==> src/include/ppm_pkg.sv <==
// Constants, field positions and reset values of the port PHY/MAC
// mode register bank.
// Assumes a 32-bit APB slave, one aligned word for each register.
package ppm_pkg;
   localparam int ADDR_W = 12;
   localparam int DATA_W = 32;
   // Register indices; the byte address is four times the index
   localparam logic [9:0] IDX_XOVER = 10'h138;
   localparam logic [9:0] IDX_SPECIAL = 10'h13C;
   localparam logic [9:0] IDX_PHYCTL = 10'h13E;
   localparam logic [9:0] IDX_MACCTL = 10'h300;
   localparam logic [9:0] IDX_MACCTL1 = 10'h301;
   localparam logic [ADDR_W-1:0] ADR_XOVER = {IDX_XOVER, 2'b00};
   localparam logic [ADDR_W-1:0] ADR_SPECIAL = {IDX_SPECIAL, 2'b00};
   localparam logic [ADDR_W-1:0] ADR_PHYCTL = {IDX_PHYCTL, 2'b00};
   localparam logic [ADDR_W-1:0] ADR_MACCTL = {IDX_MACCTL, 2'b00};
   localparam logic [ADDR_W-1:0] ADR_MACCTL1 = {IDX_MACCTL1, 2'b00};
   // Field positions
   localparam int XO_MANUAL_CROSSOVER_SELECT = 7;
   localparam int XO_SWAP_OFF = 6;
   localparam int SP_LED_FIX = 9;
   localparam int PC_JAB_EN = 9;
   localparam int MC_DUPLEX = 6;
   localparam int MC_TXFC = 5;
   localparam int MC_SPD100 = 4;
   localparam int MC_RXFC = 3;
   localparam int M1_GIG_SEL = 6;
   // Values after reset; flow-control and gigabit bits come from straps
   localparam logic [15:0] RST_XOVER = 16'h0000;
   localparam logic [15:0] RST_SPECIAL = 16'hF800;
   localparam logic [15:0] RST_PHYCTL = 16'h0300;
   localparam logic [7:0] RST_MACCTL = 8'h50;
   localparam logic [7:0] RST_MACCTL1 = 8'h08;
   // Bits that software may change; the rest are read-only
   localparam logic [15:0] WM_PHYCTL = 16'hF382;
   localparam logic [7:0] WM_MACCTL = 8'h7F;
   // Resolved or selected line speed
   typedef enum logic [1:0] {
      SPD_10 = 2'b00,
      SPD_100 = 2'b01,
      SPD_1000 = 2'b10
   } ppm_speed_e;
endpackage

==> src/include/ppm_cfg_if.sv <==
// Carrier between the register bank and its copper and MAC port logic.
// Assumes one driver per signal, as the modports give.
`timescale 1ns/1ps
interface ppm_cfg_if;
   logic swap_off;
   logic manual_crossover_select;
   logic jabber_en;
   logic led_fix;
   logic mac_fdx;
   logic mac_txfc;
   logic mac_rxfc;
   logic mac_spd100;
   logic gig_sel;
   logic [4:0] phy_status;
   modport regs (output swap_off, manual_crossover_select, jabber_en, led_fix, mac_fdx,
      mac_txfc, mac_rxfc, mac_spd100, gig_sel, input phy_status);
   modport phy (input swap_off, manual_crossover_select, jabber_en, led_fix,
      output phy_status);
   modport mac (input mac_fdx, mac_txfc, mac_rxfc, mac_spd100, gig_sel);
endinterface

==> src/hdl/ppm_phy_port.sv <==
// Copper port mode logic: crossover choice, jabber gate, LED fix and
// the resolved link status seen by software.
// Assumes status inputs are synchronous to clk_in.
`timescale 1ns/1ps
module ppm_phy_port (
   input wire logic clk_in,
   input wire logic rst_in,
   ppm_cfg_if.phy cfg,
   input wire logic auto_mdi_in,
   input wire ppm_pkg::ppm_speed_e speed_in,
   input wire logic full_dup_in,
   input wire logic master_in,
   output logic mdi_mode_out,
   output logic auto_en_out,
   output logic jabber_en_out,
   output logic led_fix_out
);
   import ppm_pkg::*;

   typedef struct packed {
      logic mdi;
      logic auto_en;
      logic jab;
      logic led;
      logic [4:0] stat;
   } ppm_phy_s;

   ppm_phy_s s_q;
   ppm_phy_s s_d;

   // Pair assignment, jabber gate and one-hot status
   always_comb
   begin
      s_d = s_q;
      s_d.auto_en = ~cfg.swap_off;
      s_d.mdi = cfg.swap_off ? cfg.manual_crossover_select : auto_mdi_in;
      s_d.jab = cfg.jabber_en;
      s_d.led = cfg.led_fix;
      s_d.stat = {speed_in == SPD_1000, speed_in == SPD_100,
         speed_in == SPD_10, full_dup_in, master_in};
   end

   // State register
   always_ff @(posedge clk_in or posedge rst_in)
   begin
      if (rst_in)
      begin
         s_q.mdi <= 1'b0;
         s_q.auto_en <= ~RST_XOVER[XO_SWAP_OFF];
         s_q.jab <= RST_PHYCTL[PC_JAB_EN];
         s_q.led <= RST_SPECIAL[SP_LED_FIX];
         s_q.stat <= 5'h00;
      end
      else
      begin
         s_q <= s_d;
      end
   end

   assign mdi_mode_out = s_q.mdi;
   assign auto_en_out = s_q.auto_en;
   assign jabber_en_out = s_q.jab;
   assign led_fix_out = s_q.led;
   assign cfg.phy_status = s_q.stat;
endmodule

==> src/hdl/ppm_mac_port.sv <==
// External MAC port mode logic: speed, duplex and pause gating.
// Assumes pause requests are synchronous to clk_in.
`timescale 1ns/1ps
module ppm_mac_port (
   input wire logic clk_in,
   input wire logic rst_in,
   ppm_cfg_if.mac cfg,
   input wire logic tx_pause_req_in,
   input wire logic rx_pause_req_in,
   output ppm_pkg::ppm_speed_e speed_out,
   output logic full_dup_out,
   output logic tx_pause_out,
   output logic rx_pause_act_out
);
   import ppm_pkg::*;

   typedef struct packed {
      ppm_speed_e spd;
      logic fdx;
      logic tx;
      logic rx;
   } ppm_mac_s;

   ppm_mac_s s_q;
   ppm_mac_s s_d;

   // Speed choice: 10/100 bit only counts off gigabit
   always_comb
   begin
      s_d = s_q;
      if (!cfg.gig_sel)
      begin
         s_d.spd = SPD_1000;
      end
      else
      begin
         s_d.spd = cfg.mac_spd100 ? SPD_100 : SPD_10;
      end
      s_d.fdx = cfg.mac_fdx;
      s_d.tx = tx_pause_req_in & cfg.mac_txfc;
      s_d.rx = rx_pause_req_in & cfg.mac_rxfc;
   end

   // State register
   always_ff @(posedge clk_in or posedge rst_in)
   begin
      if (rst_in)
      begin
         s_q.spd <= SPD_1000;
         s_q.fdx <= RST_MACCTL[MC_DUPLEX];
         s_q.tx <= 1'b0;
         s_q.rx <= 1'b0;
      end
      else
      begin
         s_q <= s_d;
      end
   end

   assign speed_out = s_q.spd;
   assign full_dup_out = s_q.fdx;
   assign tx_pause_out = s_q.tx;
   assign rx_pause_act_out = s_q.rx;
endmodule

==> src/hdl/ppm_regs.sv <==
// Per-port PHY and external MAC mode register bank behind an APB slave.
// Assumes APB master signals synchronous to clk_in, straps stable
// around reset release, and one copper and one MAC port behind it.
//
// Function
// Manual mode: select 1 MDI, 0 MDI-X
// Select bit ignored while auto crossover on
// Disable bit resets 0; 1 stops auto
// Software sets LED fix bit for single-LED
// Jabber counter enabled at reset, bit gates
// Resolved speed shown as one-hot status
// Duplex and master/slave shown read-only
// MAC duplex resets full; 0 gives half
// Transmit pause only while enable bit set
// Received pause honoured only while enabled
// Flow-control enable defaults from strap pin
// Off gigabit, 10/100 bit picks speed
// 10/100 bit ignored at gigabit speed
// Gigabit select 0 means 1000 Mb/s
// Reserved bits: RO fixed, RW just stored
`timescale 1ns/1ps
module ppm_regs (
   input wire logic clk_in,
   input wire logic rst_in,
   // APB slave
   input wire logic psel_in,
   input wire logic penable_in,
   input wire logic pwrite_in,
   input wire logic [ppm_pkg::ADDR_W-1:0] paddr_in,
   input wire logic [ppm_pkg::DATA_W-1:0] pwdata_in,
   output logic [ppm_pkg::DATA_W-1:0] prdata_out,
   output logic pready_out,
   output logic pslverr_out,
   // Straps, caught once after reset release
   input wire logic flow_control_strap_pin_in,
   input wire logic gig_strap_in,
   // Copper port side
   input wire logic auto_mdi_in,
   input wire ppm_pkg::ppm_speed_e phy_speed_in,
   input wire logic phy_full_dup_in,
   input wire logic phy_master_in,
   output logic mdi_mode_out,
   output logic auto_xover_en_out,
   output logic jabber_en_out,
   output logic single_led_fix_out,
   // External MAC port side
   input wire logic mac_tx_pause_req_in,
   input wire logic mac_rx_pause_req_in,
   output ppm_pkg::ppm_speed_e mac_speed_out,
   output logic mac_full_dup_out,
   output logic mac_tx_pause_out,
   output logic mac_rx_pause_act_out
);
   import ppm_pkg::*;

   // Register layout as software sees it, in the low half of each word:
   //   crossover_control
   //      bit 7     manual pair select, 1 MDI, 0 MDI-X
   //      bit 6     auto crossover off; select counts only when set
   //      others    stored, no effect
   //   port_special_control
   //      bit 9     single-LED workaround, driven out as stored
   //      others    stored, no effect
   //   phy_control_status
   //      bit 9     jabber counter enable
   //      bits 6:4  resolved speed, one-hot 1000/100/10
   //      bit 3     resolved duplex, bit 2 gigabit master role
   //      bits 11:10 and 0 read zero; the rest stored, no effect
   //   ext_mac_port_control_a
   //      bit 6     duplex, bit 4 100 over 10 when not gigabit
   //      bits 5, 3 transmit and receive pause enables
   //      bit 7 reads zero; bits 2:0 stored, no effect
   //   companion control
   //      bit 6     gigabit select, 0 runs at 1000
   //      others    stored, no effect
   // Words above the low half always read zero. The pause enables and
   // the gigabit select take their strap levels on the first edge after
   // reset release; a write in that same edge would still win.

   // Whole state of the bank
   typedef struct packed {
      // Software-visible registers, low half of each word only
      logic [15:0] xover;
      logic [15:0] special;
      logic [15:0] phyctl;
      logic [7:0] macctl;
      logic [7:0] macctl1;
      // Straps are caught once, on the first edge after reset
      logic strap_done;
      // Bus answer, held in flops so the outputs come from registers
      logic pready;
      logic pslverr;
      logic [DATA_W-1:0] prdata;
   } ppm_regs_s;

   ppm_regs_s s_q;
   ppm_regs_s s_d;

   logic setup;
   logic access;
   logic hit;
   logic [15:0] rdata;
   logic [15:0] phy_rd;
   logic [7:0] mac_rd;
   logic wr_ok;
   logic [15:0] phyctl_wr;
   logic [7:0] macctl_wr;

   ppm_cfg_if cfg ();

   // Copper port logic
   ppm_phy_port u_phy (
      .clk_in(clk_in),
      .rst_in(rst_in),
      .cfg(cfg.phy),
      .auto_mdi_in(auto_mdi_in),
      .speed_in(phy_speed_in),
      .full_dup_in(phy_full_dup_in),
      .master_in(phy_master_in),
      .mdi_mode_out(mdi_mode_out),
      .auto_en_out(auto_xover_en_out),
      .jabber_en_out(jabber_en_out),
      .led_fix_out(single_led_fix_out)
   );

   // External MAC port logic
   ppm_mac_port u_mac (
      .clk_in(clk_in),
      .rst_in(rst_in),
      .cfg(cfg.mac),
      .tx_pause_req_in(mac_tx_pause_req_in),
      .rx_pause_req_in(mac_rx_pause_req_in),
      .speed_out(mac_speed_out),
      .full_dup_out(mac_full_dup_out),
      .tx_pause_out(mac_tx_pause_out),
      .rx_pause_act_out(mac_rx_pause_act_out)
   );

   // Control fields handed to the port logic
   assign cfg.swap_off = s_q.xover[XO_SWAP_OFF];
   assign cfg.manual_crossover_select = s_q.xover[XO_MANUAL_CROSSOVER_SELECT];
   assign cfg.jabber_en = s_q.phyctl[PC_JAB_EN];
   assign cfg.led_fix = s_q.special[SP_LED_FIX];
   assign cfg.mac_fdx = s_q.macctl[MC_DUPLEX];
   assign cfg.mac_txfc = s_q.macctl[MC_TXFC];
   assign cfg.mac_rxfc = s_q.macctl[MC_RXFC];
   assign cfg.mac_spd100 = s_q.macctl[MC_SPD100];
   assign cfg.gig_sel = s_q.macctl1[M1_GIG_SEL];

   // Read views: fixed reserved bits and live status merged in
   assign phy_rd = {
      s_q.phyctl[15:12], // Stored, no effect
      2'b00,
      s_q.phyctl[9:7], // Jabber enable and a stored pair
      cfg.phy_status,
      s_q.phyctl[1], // Stored, no effect
      1'b0
   };
   assign mac_rd = {1'b0, s_q.macctl[6:0]};

   // Timing of one transfer as the slave sees it:
   //   setup edge   address decoded, read word captured, pready raised
   //   access edge  write committed, pready and pslverr dropped
   // No wait states are ever inserted, so pready is a one-cycle pulse.
   // The read word is captured at setup rather than muxed live, which
   // keeps prdata_out a flop; the price is that status reads show the
   // port as it stood one edge before the setup edge.
   // A setup that follows an access at once is decoded as any other.
   assign setup = psel_in & ~penable_in;
   assign access = psel_in & penable_in & s_q.pready;
   // A refused address raised pslverr at setup and so stores nothing
   assign wr_ok = access & pwrite_in & ~s_q.pslverr;

   // Per-bit write merge: a writable bit takes the bus, a read-only
   // bit keeps what it holds, whatever software sends
   for (genvar b = 0; b < 16; b++)
   begin : g_merge
      assign phyctl_wr[b] = WM_PHYCTL[b] ? pwdata_in[b] : s_q.phyctl[b];
      if (b < 8)
      begin : g_mac
         assign macctl_wr[b] = WM_MACCTL[b] ? pwdata_in[b] : s_q.macctl[b];
      end
   end

   // Address decode and read mux
   always_comb
   begin
      hit = 1'b1;
      rdata = 16'h0000;
      case (paddr_in)
         ADR_XOVER:
         begin
            rdata = s_q.xover;
         end
         ADR_SPECIAL:
         begin
            rdata = s_q.special;
         end
         ADR_PHYCTL:
         begin
            rdata = phy_rd;
         end
         ADR_MACCTL:
         begin
            rdata = {8'h00, mac_rd};
         end
         ADR_MACCTL1:
         begin
            rdata = {8'h00, s_q.macctl1};
         end
         default:
         begin
            hit = 1'b0;
         end
      endcase
   end

   // Next state: strap load, bus answer and register writes
   always_comb
   begin
      s_d = s_q;
      // Straps are caught on the first edge after release, not under
      // reset, so the asynchronous reset only loads constants. Until
      // that edge the port logic sees the reset constants: gigabit
      // speed and both pause enables off, which is the safe side.
      if (!s_q.strap_done)
      begin
         s_d.strap_done = 1'b1;
         s_d.macctl[MC_TXFC] = flow_control_strap_pin_in;
         s_d.macctl[MC_RXFC] = flow_control_strap_pin_in;
         s_d.macctl1[M1_GIG_SEL] = gig_strap_in;
      end
      // Setup phase: answer is prepared for the first access cycle
      if (setup)
      begin
         s_d.pready = 1'b1;
         s_d.pslverr = ~hit;
         if (!pwrite_in && hit)
         begin
            s_d.prdata = {16'h0000, rdata};
         end
         else
         begin
            s_d.prdata = '0;
         end
      end
      else if (access)
      begin
         s_d.pready = 1'b0;
         s_d.pslverr = 1'b0;
      end
      // Writes land at the edge that completes the access phase
      if (wr_ok)
      begin
         case (paddr_in)
            ADR_XOVER:
            begin
               s_d.xover = pwdata_in[15:0];
            end
            ADR_SPECIAL:
            begin
               s_d.special = pwdata_in[15:0];
            end
            ADR_PHYCTL:
            begin
               s_d.phyctl = phyctl_wr;
            end
            ADR_MACCTL:
            begin
               s_d.macctl = macctl_wr;
            end
            ADR_MACCTL1:
            begin
               s_d.macctl1 = pwdata_in[7:0];
            end
            default:
            begin
               s_d.pslverr = 1'b0;
            end
         endcase
      end
   end

   // State register; reset takes constants only
   always_ff @(posedge clk_in or posedge rst_in)
   begin
      if (rst_in)
      begin
         s_q.xover <= RST_XOVER;
         s_q.special <= RST_SPECIAL;
         s_q.phyctl <= RST_PHYCTL;
         s_q.macctl <= RST_MACCTL;
         s_q.macctl1 <= RST_MACCTL1;
         s_q.strap_done <= 1'b0;
         s_q.pready <= 1'b0;
         s_q.pslverr <= 1'b0;
         s_q.prdata <= '0;
      end
      else
      begin
         s_q <= s_d;
      end
   end

   // Bus outputs straight from the state register
   assign prdata_out = s_q.prdata;
   assign pready_out = s_q.pready;
   assign pslverr_out = s_q.pslverr;
endmodule

==> config.mk <==
export PLATFORM = sky130hd
export DESIGN_NAME = ppm_regs
export DESIGN_NICKNAME = d
export VERILOG_FILES = /design/src/include/ppm_pkg.sv /design/src/include/ppm_cfg_if.sv /design/src/hdl/ppm_phy_port.sv /design/src/hdl/ppm_mac_port.sv /design/src/hdl/ppm_regs.sv
export SDC_FILE = /design/constraint.sdc
export NUM_CORES = 1
export LEC_CHECK = 0
export BUFFER_PORTS_ARGS = -buffer_cell sky130_fd_sc_hd__clkbuf_2
export CORE_MARGIN = 3
export CORE_UTILIZATION = 40
export DETAILED_ROUTE_END_ITERATION = 8
export GPL_ROUTABILITY_DRIVEN = 0
export PLACE_DENSITY = 0.68
export SETUP_SLACK_MARGIN = 0.02
export SKIP_LAST_GASP = 1
export SYNTH_ARGS = -nofsm -noshare
export SYNTH_HDL_FRONTEND = slang
export SYNTH_SLANG_ARGS = --single-unit
export TNS_END_PERCENT = 1
==> constraint.sdc <==
create_clock -name clk_in -period 2.73 [get_ports clk_in]
set_input_delay 0.1365 -clock clk_in [delete_from_list [all_inputs] [get_ports clk_in]]
set_output_delay 0.1365 -clock clk_in [all_outputs]
set_load 0.02 [all_outputs]
==> impl_metrics.csv <==
group,metric,value,unit
run_status,status,"completed",
placed_design,placed_cell_area,4504,um^2
placed_design,dp_slack,0.4772,ns
timing,setup_viol,0,
synthesis,ys_seq_area_frac,0.5358,
clocking,cts_resized,0,
global_routing,antenna_found_initial,0,
cells_and_area,areaGrowthSynthToFinish,15.37,%
timing,slew_headroom,0.4741,
route,first_pass_iters,4,
global_routing,grt_pass1_vias,2832,
die,die_h,107.8,um
synthesis,yosys_register_bits,88,
power_and_ir_drop,p_per_area,501.5,nW/um^2
critical_path,crit_path_start_kind,"flop",
route,wl_met1,4.079,mm
die,core-area,9910,um^2
global_routing,grt.overflow.total,0,
die,die_w,107.8,um
clocking,cts_tree,"built",
flow_run,drv_cap,0,
global_routing,grt_max_degree,45,
critical_path,worstSetupEndpointType,"flop",
synthesis,syn_area,4143,um^2
cells_and_area,stdcell_area,4780,um^2
critical_path,path_class,"flop to flop",
route,routed.top_layer,"met4",
route,vias,2664,
cells_and_area,finalNetCount,454,
die,pin_count,101,
synthesis,ys.flop_type,"dfrtp_1",
timing,min_period,1.992,ns
timing,setup_ws,0.7378,ns
clocking,cts_htree_levels,3,
placed_design,dpl.hpwl,6.463,mm
critical_path,worstPathMaxFanout,8,
route,met3_length,486,um
die,die-area,11610,um^2
route,wl,8.935,mm
timing,worst-slew-pin-transition,0.7879,ns
global_routing,grt_pass1_wl,14.52,mm
cells_and_area,drive_gt1_frac,0.4788,
cells_and_area,multiInputGateArea,1624,um^2
clocking,clock_path_buffers,2,
route,viasPerCell,4.989,
cells_and_area,layout_commonest_cell,"dfrtp_1",
clocking,cts_buffers,9,
synthesis,syn_avg_cell_area,12.67,um^2
clocking,clockRootBuffer,"clkbuf_8",
placed_design,port_buffers,68,
power_and_ir_drop,p_leak,0.002325,uW
clocking,clkLatencyLatePin,0.36,ns
timing,finalHoldViolCount,0,
route,drtIter0Drc,55,
synthesis,ys_types,42,
global_routing,track_usage,0.1634,
cells_and_area,most-common-layout-cells,"dfrtp_1, clkbuf_2, mux2_2, nand2_1, conb_1",
critical_path,arrival,2.24,ns
cells_and_area,regArea,2220,um^2
die,initial_core_util,0.4181,
cells_and_area,utilization,0.4823,
timing,fmax,502.0,MHz
synthesis,synth_edf_count,0,
timing,min_period_over_period,0.7298,
clocking,clock-sinks,88,
die,rows,36,
route,drc_errors,0,
cells_and_area,nFillCells,921,
synthesis,synthArstFlopShare,1.000,
power_and_ir_drop,ir_drop,0.0002353,V
cells_and_area,num_antenna_cells,0,
timing,rsz0062_at_grt,"no",
route,ant_nets,0,
route,wl_met2,4.261,mm
timing,drv_slew,0,
route,wl_per_cell,16.73,um
synthesis,yosys_warnings,0,
clocking,clkTransAtPathRegs,0.08,ns
timing,setup_tns,0,ns
timing,finClkSkew,0.006995,ns
critical_path,critPathRequiredTime,2.98,ns
synthesis,syn-instance-count,327,
min_path,hold_path.class,"input pin to flop",
[Yosys cell counts (5+ instances only)]
cell type | count | area [um^2]
nor2_1 | 5 | 18.77
buf_4 | 32 | 240.2
mux2i_1 | 6 | 60.06
o21ai_1 | 5 | 25.02
a32oi_1 | 6 | 52.55
mux2_2 | 61 | 686.9
o21ai_0 | 7 | 35.03
mux2_4 | 10 | 150.1
nand2_1 | 29 | 108.9
dfstp_2 | 14 | 367.9
buf_2 | 8 | 40.04
inv_1 | 8 | 30.03
a22oi_1 | 10 | 75.07
dfrtp_1 | 74 | 1852
[path summary, 6_finish.rpt]
kind | depth (start not counted) | endpoint | slack (ns) | start
max | 4 | phy_rd[15] | 0.74 | pready_out
min | 2 | u_phy.mdi_mode_out | 0.03 | auto_mdi_in
max reg2reg | 4 | phy_rd[15] | 0.74 | pready_out
min reg2reg | 0 | u_phy.jabber_en_out | 0.38 | cfg.jabber_en
max in group asynchronous | 4 | s_q[78] | 1.55 | rst_in
min in group asynchronous | 3 | phy_rd[15] | 0.43 | rst_in
[where the power goes]
part | internal, uW | switching [uW] | total [uW]
combinational | 62.4 | 114 | 177
sequential | 1320 | 10.2 | 1330
clock | 422 | 467 | 890
total | 1810 | 592 | 2400
[critical path, stage by stage, from the launching register on]
cell     delay [ns]
dfrtp_1        0.39
nand4_1        0.18
nor2_1         0.33
nand4_1        0.52
mux2_2         0.45
[metrics by stage]
step	hold slack [ns]	power [uW]	cells
after floorplan	0.1679	1468	342
after global placement	0.2479	1522	510
after detailed placement	0.2479	1526	510
after CTS	0.007207	2428	534
after global routing	0.004352	2504	534
final	0.02584	2397	534
[sequential cells by signal, summed over array words and instances, names as in the netlist, 2 cells and up]
register and count:
mac_rd 3, u_phy.cfg.phy_status 5, phy_rd 7, u_mac.speed_out 2, prdata_out 16, s_q 37
[logic make-up (layout without fill, tap and decap cells)]
logic type / after synthesis / in the layout / synth area share
AOI/OAI and AO/OA: 40 / 40 / 0.06795
buffers and inverters: 54 / 113 / 0.08577
and+or+nand+nor: 66 / 66 / 0.09212
DFF: 88 / 88 / 0.5358
muxes: 77 / 77 / 0.2166
other: 2 / 17 / 0.001813
[per-layer routing]
metal,GRT usage,vias up
met5,0,-
met4,0.03877,0
met3,0.04799,13
met2,0.2664,81
met1,0.2148,1325
li1,-,1245
[layout make-up]
cell class,instances,share of cell area
clock inverter,7,0.01492
sequential,88,0.4644
multi-input combinational,200,0.3398
tap,133,0.03482
inverter,8,0.006545
clock buffer,9,0.02592
timing repair buffer,89,0.1136
[repair_timing]
action,in CTS,in global routing
setup buffers,0,0
hold buffers,8,0
endpoints found under the setup margin,0,0
hold endpoints to repair,43,0
(Power assumes the default switching activity.)
